`src/shared/rof_pkg.sv`:
```
/*
  package for the receive output formatter: symbol layout, modes, timing counts.
  assumes one core clock; recovered clock is produced by dividing it.
*/
package rof_pkg;

  // ----------------------------------------
  // symbol carried from the decoder side
  // ----------------------------------------
  typedef struct packed {
    logic pos_pulse;
    logic neg_pulse;
    logic data_bit;
    logic bipolar_violation;
    logic excess_zeros_event;
  } rof_sym_t;

  localparam int ROF_SYM_W = 5;

  // ----------------------------------------
  // modes and timing
  // ----------------------------------------
  localparam logic MODE_DUAL_RAIL   = 1'b0;
  localparam logic MODE_SINGLE_RAIL = 1'b1;
  localparam logic EDGE_RISING      = 1'b0;
  localparam logic EDGE_FALLING     = 1'b1;

  localparam int  CORE_CLK_PERIOD_NS = 40;
  localparam int  RCLK_HALF_CYCLES   = 2;
  localparam int  FIFO_DEPTH         = 16;
  localparam logic RST_CLK_OUT       = 1'b0;

  typedef enum logic [1:0] {
    ROF_LOW  = 2'b01,
    ROF_HIGH = 2'b10
  } rof_phase_t;

endpackage

```
`src/verilog/rof_formatter.sv`:
```
/*
  receive output formatter for one line channel, with its input fifo.
  assumes decoded symbols arrive on a valid/ready stream synchronous to core_clk.
*/
`timescale 1ns/10ps

// ----------------------------------------
// fifo
// ----------------------------------------
module rof_fifo
  #(parameter int WIDTH = 8,
    parameter int DEPTH = 16)
  (input  wire logic             core_clk,
   input  wire logic             srst,
   input  wire logic [WIDTH-1:0] in_data,
   input  wire logic             in_valid,
   output      logic             in_ready,
   output      logic [WIDTH-1:0] out_data,
   output      logic             out_valid,
   input  wire logic             out_ready);

  localparam int AW = $clog2(DEPTH);

  logic [WIDTH-1:0] mem_ff [DEPTH];
  logic [AW-1:0]    wr_ptr_ff;
  logic [AW-1:0]    rd_ptr_ff;
  logic [AW:0]      count_ff;
  logic             push;
  logic             pop;

  // count is one bit wider than the pointers so a full fifo reads DEPTH, not zero
  // ready follows occupancy only; a pop in the same cycle does not free a slot early
  assign in_ready  = (count_ff < (AW+1)'(DEPTH));
  assign out_valid = (count_ff != '0);
  assign push      = in_valid && in_ready;
  assign pop       = out_valid && out_ready;
  assign out_data  = mem_ff[rd_ptr_ff];

  always_ff @(posedge core_clk)
  begin
    if (push)
    begin
      mem_ff[wr_ptr_ff] <= in_data;
    end
  end

  always_ff @(posedge core_clk)
  begin
    if (srst)
    begin
      wr_ptr_ff <= '0;
      rd_ptr_ff <= '0;
      count_ff  <= '0;
    end
    else
    begin
      if (push)
      begin
        wr_ptr_ff <= (wr_ptr_ff == AW'(DEPTH - 1)) ? '0 : wr_ptr_ff + 1'b1;
      end
      if (pop)
      begin
        rd_ptr_ff <= (rd_ptr_ff == AW'(DEPTH - 1)) ? '0 : rd_ptr_ff + 1'b1;
      end
      count_ff <= count_ff + (AW+1)'(push) - (AW+1)'(pop);
    end
  end

endmodule // rof_fifo

// ----------------------------------------
// formatter top
// ----------------------------------------
module rof_formatter
  import rof_pkg::*;
  #(parameter int DEPTH = FIFO_DEPTH)
  (input  wire logic     core_clk,
   input  wire logic     srst,
   input  wire logic     single_rail_mode,
   input  wire logic     launch_on_falling,
   input  wire rof_sym_t sym_in,
   input  wire logic     sym_valid,
   output      logic     sym_ready,
   output      logic     recovered_clk_out,
   output      logic     rx_positive_out,
   output      logic     rx_negative_out);

  rof_sym_t   fifo_sym;
  logic       fifo_valid;
  logic       fifo_take;
  logic [1:0] div_cnt_ff;
  rof_phase_t phase_ff;
  logic       launch;
  logic       code_violation_flag;
  logic       nxt_pos;
  logic       nxt_neg;

  rof_fifo #(.WIDTH(ROF_SYM_W), .DEPTH(DEPTH)) u_fifo
  (.core_clk  (core_clk),
   .srst      (srst),
   .in_data   (sym_in),
   .in_valid  (sym_valid),
   .in_ready  (sym_ready),
   .out_data  (fifo_sym),
   .out_valid (fifo_valid),
   .out_ready (fifo_take));

  // ----------------------------------------
  // recovered clock divider
  // ----------------------------------------
  always_ff @(posedge core_clk)
  begin
    if (srst)
    begin
      div_cnt_ff <= '0;
      phase_ff   <= ROF_LOW;
    end
    else if (div_cnt_ff == 2'(RCLK_HALF_CYCLES - 1))
    begin
      div_cnt_ff <= '0;
      case (phase_ff)
        ROF_LOW:  phase_ff <= ROF_HIGH;
        ROF_HIGH: phase_ff <= ROF_LOW;
        default:  phase_ff <= ROF_LOW;
      endcase
    end
    else
    begin
      div_cnt_ff <= div_cnt_ff + 2'h1;
    end
  end

  always_ff @(posedge core_clk)
  begin
    if (srst)
    begin
      recovered_clk_out <= RST_CLK_OUT;
    end
    else if (div_cnt_ff == 2'(RCLK_HALF_CYCLES - 1))
    begin
      // toggles with phase_ff so the pin edge and the data launch share one core edge
      recovered_clk_out <= (phase_ff == ROF_LOW);
    end
  end

  // launch marks the core cycle in which the selected clock edge appears
  // at the pin; outputs and clock flip together, so the far end samples
  // a half period later on the opposite edge
  assign launch = (div_cnt_ff == 2'(RCLK_HALF_CYCLES - 1)) &&
                  ((phase_ff == ROF_LOW) ? (launch_on_falling == EDGE_RISING)
                                         : (launch_on_falling == EDGE_FALLING));

  // an empty fifo underruns as zeros: the line had no pulse that period
  assign fifo_take = launch;

  // ----------------------------------------
  // rail formatting
  // ----------------------------------------
  assign code_violation_flag = fifo_sym.bipolar_violation || fifo_sym.excess_zeros_event;

  always_comb
  begin
    nxt_pos = 1'b0;
    nxt_neg = 1'b0;
    if (fifo_valid)
    begin
      if (single_rail_mode == MODE_SINGLE_RAIL)
      begin
        nxt_pos = fifo_sym.data_bit;
        nxt_neg = code_violation_flag;
      end
      else
      begin
        nxt_pos = fifo_sym.pos_pulse;
        nxt_neg = fifo_sym.neg_pulse;
      end
    end
  end

  // ----------------------------------------
  // output registers
  // ----------------------------------------
  // underrun and reset both leave the pins low, so the far end sees no pulse
  always_ff @(posedge core_clk)
  begin
    if (srst)
    begin
      rx_positive_out <= 1'b0;
    end
    else if (launch)
    begin
      rx_positive_out <= nxt_pos;
    end
  end

  // a run of violations keeps the flag high across periods
  always_ff @(posedge core_clk)
  begin
    if (srst)
    begin
      rx_negative_out <= 1'b0;
    end
    else if (launch)
    begin
      rx_negative_out <= nxt_neg;
    end
  end

endmodule // rof_formatter

```
`config.mk`:
```
export PLATFORM = sky130hd
export DESIGN_NAME = rof_formatter
export DESIGN_NICKNAME = d
export VERILOG_FILES = /design/src/shared/rof_pkg.sv /design/src/verilog/rof_formatter.sv
export SDC_FILE = /design/constraint.sdc
export NUM_CORES = 1
export LEC_CHECK = 0
export BUFFER_PORTS_ARGS = -buffer_cell sky130_fd_sc_hd__buf_2
export CAP_MARGIN = 15
export CORE_UTILIZATION = 40
export DETAILED_ROUTE_END_ITERATION = 8
export GPL_TIMING_DRIVEN = 0
export PLACE_DENSITY = 0.53
export REMOVE_ABC_BUFFERS = 1
export SYNTH_ARGS = -nofsm -noshare
export SYNTH_HDL_FRONTEND = slang
export SYNTH_SLANG_ARGS = --single-unit
```
`constraint.sdc`:
```
create_clock -name core_clk -period 5.8 [get_ports core_clk]
set_clock_uncertainty 0.15 [all_clocks]
set_input_delay 1.74 -clock core_clk [delete_from_list [all_inputs] [get_ports core_clk]]
set_output_delay 1.74 -clock core_clk [all_outputs]
set_load 0.02 [all_outputs]
```
==> out/summary.json <==
{
  "outcome": {"value": "complete, no violations"},
  "die-area": {"value": 10800, "unit": "µm²"},
  "timing.setup.tns": {"value": 0, "unit": "ns"},
  "worst-endpoint-required": {"value": 5.89, "unit": "ns"},
  "floorplan.die.height": {"value": 104, "unit": "µm"},
  "timing.fmax": {"value": 263, "unit": "MHz"},
  "gr-total-overflow": {"value": 0},
  "tritoncts": {"value": "built"},
  "synth_area_leaders": {"value": "sky130_fd_sc_hd__edfxtp_1, sky130_fd_sc_hd__dfxtp_1, sky130_fd_sc_hd__mux4_2, sky130_fd_sc_hd__ha_1, sky130_fd_sc_hd__nor2_1"},
  "synth.yosys.seq_area_share": {"value": 68.9, "unit": "%"},
  "rsz0062_at_grt": {"value": "false"},
  "yosys.cell_count.top_type": {"value": "sky130_fd_sc_hd__edfxtp_1"},
  "final_critical_path_share_of_the_clock_period": {"value": 65.7, "unit": "%"},
  "timing.reg2reg.setup_slack": {"value": 2.86, "unit": "ns"},
  "final_antenna_net_count": {"value": 0},
  "hold_end": {"value": "div_cnt_ff[0]$_SDFF_PP0_"},
  "grt_first_pass_wirelength": {"value": 12500, "unit": "µm"},
  "gr-usage-all-layers": {"value": 15.8, "unit": "%"},
  "endpoint_kind": {"value": "register"},
  "yosys.area.top_type_share": {"value": 57.8, "unit": "%"},
  "max-slew-margin-rel": {"value": 33.7, "unit": "%"},
  "root_buffer_master": {"value": "sky130_fd_sc_hd__clkbuf_8"},
  "crit-reg2reg-capture": {"value": "u_fifo.count_ff[4]$_SDFF_PP0_"},
  "drt_pre_antenna_iters": {"value": 5},
  "seqPwrFrac": {"value": 55.5, "unit": "%"},
  "design.final.nets": {"value": 319},
  "rows": {"value": 36},
  "worst_setup_path_start_kind": {"value": "input port"},
  "numCtsBuffers": {"value": 9},
  "tritoncts_num_sinks": {"value": 103},
  "detailed_place_hpwl": {"value": 5350, "unit": "µm"},
  "grt_max_degree": {"value": 22},
  "post_route_cells_drive_above_1_share": {"value": 13.0, "unit": "%"},
  "clk_path_buf_depth": {"value": 2},
  "final-setup-viol-count": {"value": 0},
  "synth-warning-count": {"value": 0},
  "synth_seq_cells": {"value": 103},
  "cp_max_fo": {"value": 6},
  "register_to_register_path_depth": {"value": 14},
  "synth_async_sr_flop_share": {"value": 0, "unit": "%"},
  "cts_hold_buffers": {"value": 0},
  "hold_viol": {"value": 0},
  "placeableCoreArea": {"value": 9910, "unit": "µm²"},
  "synthesis.instances": {"value": 283},
  "cts-resized-gates": {"value": 0},
  "rr_startpoint": {"value": "div_cnt_ff[0]$_SDFF_PP0_"},
  "power_switching": {"value": 0.000414, "unit": "W"},
  "timing.critical_path.arrival": {"value": 3.90, "unit": "ns"},
  "intPower": {"value": 0.00115, "unit": "W"},
  "worst_pin_slew": {"value": 0.987, "unit": "ns"},
  "worst_ir_drop_on_vdd": {"value": 174, "unit": "µV"},
  "syn_area": {"value": 4150, "unit": "µm²"},
  "synth_top_area_cell": {"value": "sky130_fd_sc_hd__edfxtp_1"},
  "num_antenna_cells": {"value": 0},
  "hold_path_class": {"value": "reg -> reg"},
  "pwr_density_cell": {"value": 345, "unit": "nW/µm²"},
  "post-route-min-period": {"value": 3.81, "unit": "ns"},
  "yosys-top-cells-count": {"value": "sky130_fd_sc_hd__edfxtp_1, sky130_fd_sc_hd__nor2_1, sky130_fd_sc_hd__dfxtp_1"},
  "routed_vias": {"value": 2261},
  "clock_transition_at_the_registers_of_the_reported_paths": {"value": 0.10, "unit": "ns"},
  "layout-area-overhead-vs-synth": {"value": 8.95, "unit": "%"},
  "grt_pass1_vias": {"value": 2289},
  "gp_congestion": {"value": 0.724},
  "die_w": {"value": 104, "unit": "µm"},
  "netlist-cell-type-count": {"value": 47},
  "placedCellCount": {"value": 417},
  "vias_per_cell": {"value": 5.22},
  "number_of_antenna_violations_at_the_first_check_in_global_routing": {"value": 0},
  "drt_wl_total": {"value": 7930, "unit": "µm"},
  "post_layout_nonfiller_instances": {"value": 433},
  "htreeDepth": {"value": 3},
  "initialDrtViolationCount": {"value": 110},
  "detail_route.wl_per_cell": {"value": 18.3, "unit": "µm"},
  "drv_cap": {"value": 0},
  "clockPowerShare": {"value": 27.8, "unit": "%"},
  "ys.flop_type": {"value": "sky130_fd_sc_hd__edfxtp_1"},
  "min_from": {"value": "div_cnt_ff[0]$_SDFF_PP0_"},
  "io_pins": {"value": 14},
  "total_leakage_power": {"value": 1.46, "unit": "nW"},
  "cts_post_setup_buffers_inserted": {"value": 0},
  "worstSetupPathType": {"value": "in -> reg"},
  "power_switching_share": {"value": 26.5, "unit": "%"},
  "start_util": {"value": 41.9, "unit": "%"},
  "postSynthAreaPerCell": {"value": 14.7, "unit": "µm²"},
  "clock_insertion_delay_worst_skew": {"value": 0.35, "unit": "ns"},
  "final_max_slew_viol_count": {"value": 0},
  "p_total": {"value": 0.00156, "unit": "W"},
  "remaining_drc_errors": {"value": 0},
  "port_buffers": {"value": 13},
  "hold-path-cell-count": {"value": 1},
  "post_synth_edffs": {"value": 80},
  "power.share.combinational": {"value": 16.8, "unit": "%"}
}
-- per-layer routing --
metal  global-route usage [%]  routed length, µm  vias up
met4                     5.82                 98        0
met2                     24.7               3730       33
met3                     3.07                200        8
li1                         -                  -     1090
met5                        0                  0        -
met1                     22.0               3910     1130
-- power by group through the flow --
stage / logic (W) / clock network, W / registers (W)
after floorplan: 0.000185 / 0 / 0.000882
after global placement: 0.000248 / 0 / 0.000889
after detailed placement: 0.000251 / 0 / 0.000890
after CTS: 0.000253 / 0.000447 / 0.000873
after global routing: 0.000302 / 0.000475 / 0.000872
final: 0.000262 / 0.000433 / 0.000865
-- worst max-delay path by stage --
stage | startpoint | to | slack, ns | depth (start not counted)
4_1_cts | launch_on_falling | u_fifo.count_ff[4]$_SDFF_PP0_ | 2.01 | 14
3_3_place_gp | launch_on_falling | u_fifo.count_ff[4]$_SDFF_PP0_ | 1.61 | 14
3_5_place_dp | launch_on_falling | u_fifo.count_ff[4]$_SDFF_PP0_ | 1.62 | 14
2_1_floorplan | launch_on_falling | u_fifo.count_ff[4]$_SDFF_PP0_ | 1.97 | 13
6_report | launch_on_falling | u_fifo.count_ff[4]$_SDFF_PP0_ | 1.99 | 14
5_1_grt | launch_on_falling | u_fifo.count_ff[4]$_SDFF_PP0_ | 1.75 | 14
-- metrics by stage --
step / area (µm²) / hold WS, ns / util (%) / setup slack (ns)
final: 4520 / 0.284 / 45.7 / 1.99
after global routing: 4520 / 0.298 / 45.7 / 1.75
after CTS: 4510 / 0.287 / 45.5 / 2.01
after detailed placement: 4320 / 0.274 / 43.6 / 1.62
after global placement: 4320 / 0.264 / 43.6 / 1.61
after floorplan: 4090 / 0.250 / - / 1.97
-- sequential cells by signal (all words and copies together), names as in the netlist, named ones only --
register / flops
u_fifo.mem_ff: 80
u_fifo.count_ff: 5
u_fifo.rd_ptr_ff: 4
u_fifo.wr_ptr_ff: 4
div_cnt_ff: 2
phase_ff: 2
rx_negative_out: 1
rx_positive_out: 1
-- critical path, cell delays in order --
cell and delay, ns:
sky130_fd_sc_hd__buf_2 0.10, sky130_fd_sc_hd__nand4bb_1 0.17, sky130_fd_sc_hd__o21ai_1 0.24, sky130_fd_sc_hd__and2_1 0.32
sky130_fd_sc_hd__ha_1 0.27, sky130_fd_sc_hd__inv_1 0.06, sky130_fd_sc_hd__ha_1 0.15, sky130_fd_sc_hd__inv_1 0.05
sky130_fd_sc_hd__fa_1 0.39, sky130_fd_sc_hd__inv_1 0.07, sky130_fd_sc_hd__a21oi_1 0.07, sky130_fd_sc_hd__nor2_1 0.11
sky130_fd_sc_hd__or3_1 0.11, sky130_fd_sc_hd__a21oi_1 0.05
-- layout by cell type (no fill, tap or decap), types with 2 or more instances in the layout --
cell type and n:
sky130_fd_sc_hd__a41oi_1 2, sky130_fd_sc_hd__a21oi_1 9, sky130_fd_sc_hd__inv_1 16, sky130_fd_sc_hd__clkinvlp_4 2, sky130_fd_sc_hd__or3_1 3, sky130_fd_sc_hd__o21ai_0 7, sky130_fd_sc_hd__xnor2_1 2, sky130_fd_sc_hd__nand2_1 11
sky130_fd_sc_hd__xor2_1 4, sky130_fd_sc_hd__o31ai_1 5, sky130_fd_sc_hd__nand2b_1 5, sky130_fd_sc_hd__mux4_2 11, sky130_fd_sc_hd__nor2_1 30, sky130_fd_sc_hd__dfxtp_1 23, sky130_fd_sc_hd__mux2i_1 7, sky130_fd_sc_hd__edfxtp_1 80
sky130_fd_sc_hd__nor3_1 10, sky130_fd_sc_hd__buf_2 13, sky130_fd_sc_hd__a31oi_1 3, sky130_fd_sc_hd__nand3_1 3, sky130_fd_sc_hd__clkbuf_8 9, sky130_fd_sc_hd__nor2b_1 5, sky130_fd_sc_hd__ha_1 12
-- cell type report --
type	instances	area, µm²
clock inverter	5	58.8
timing repair buffer	14	80.1
fill	904	5390
clock buffer	10	128
inverter	16	60.1
sequential	103	2860
tap	133	166
multi-input combinational	152	1170
-- kinds of logic after synthesis --
logic type	share of synthesized area [%]
adder cells (fa/ha/maj)	4.10
AND/OR/NAND/NOR	8.32
buffers and inverters	2.92
XOR/XNOR	1.27
AO/OA/AOI/OAI	6.81
flip-flops	68.9
multiplexers	7.65
Note: power is estimated with default switching activity, not from simulation.
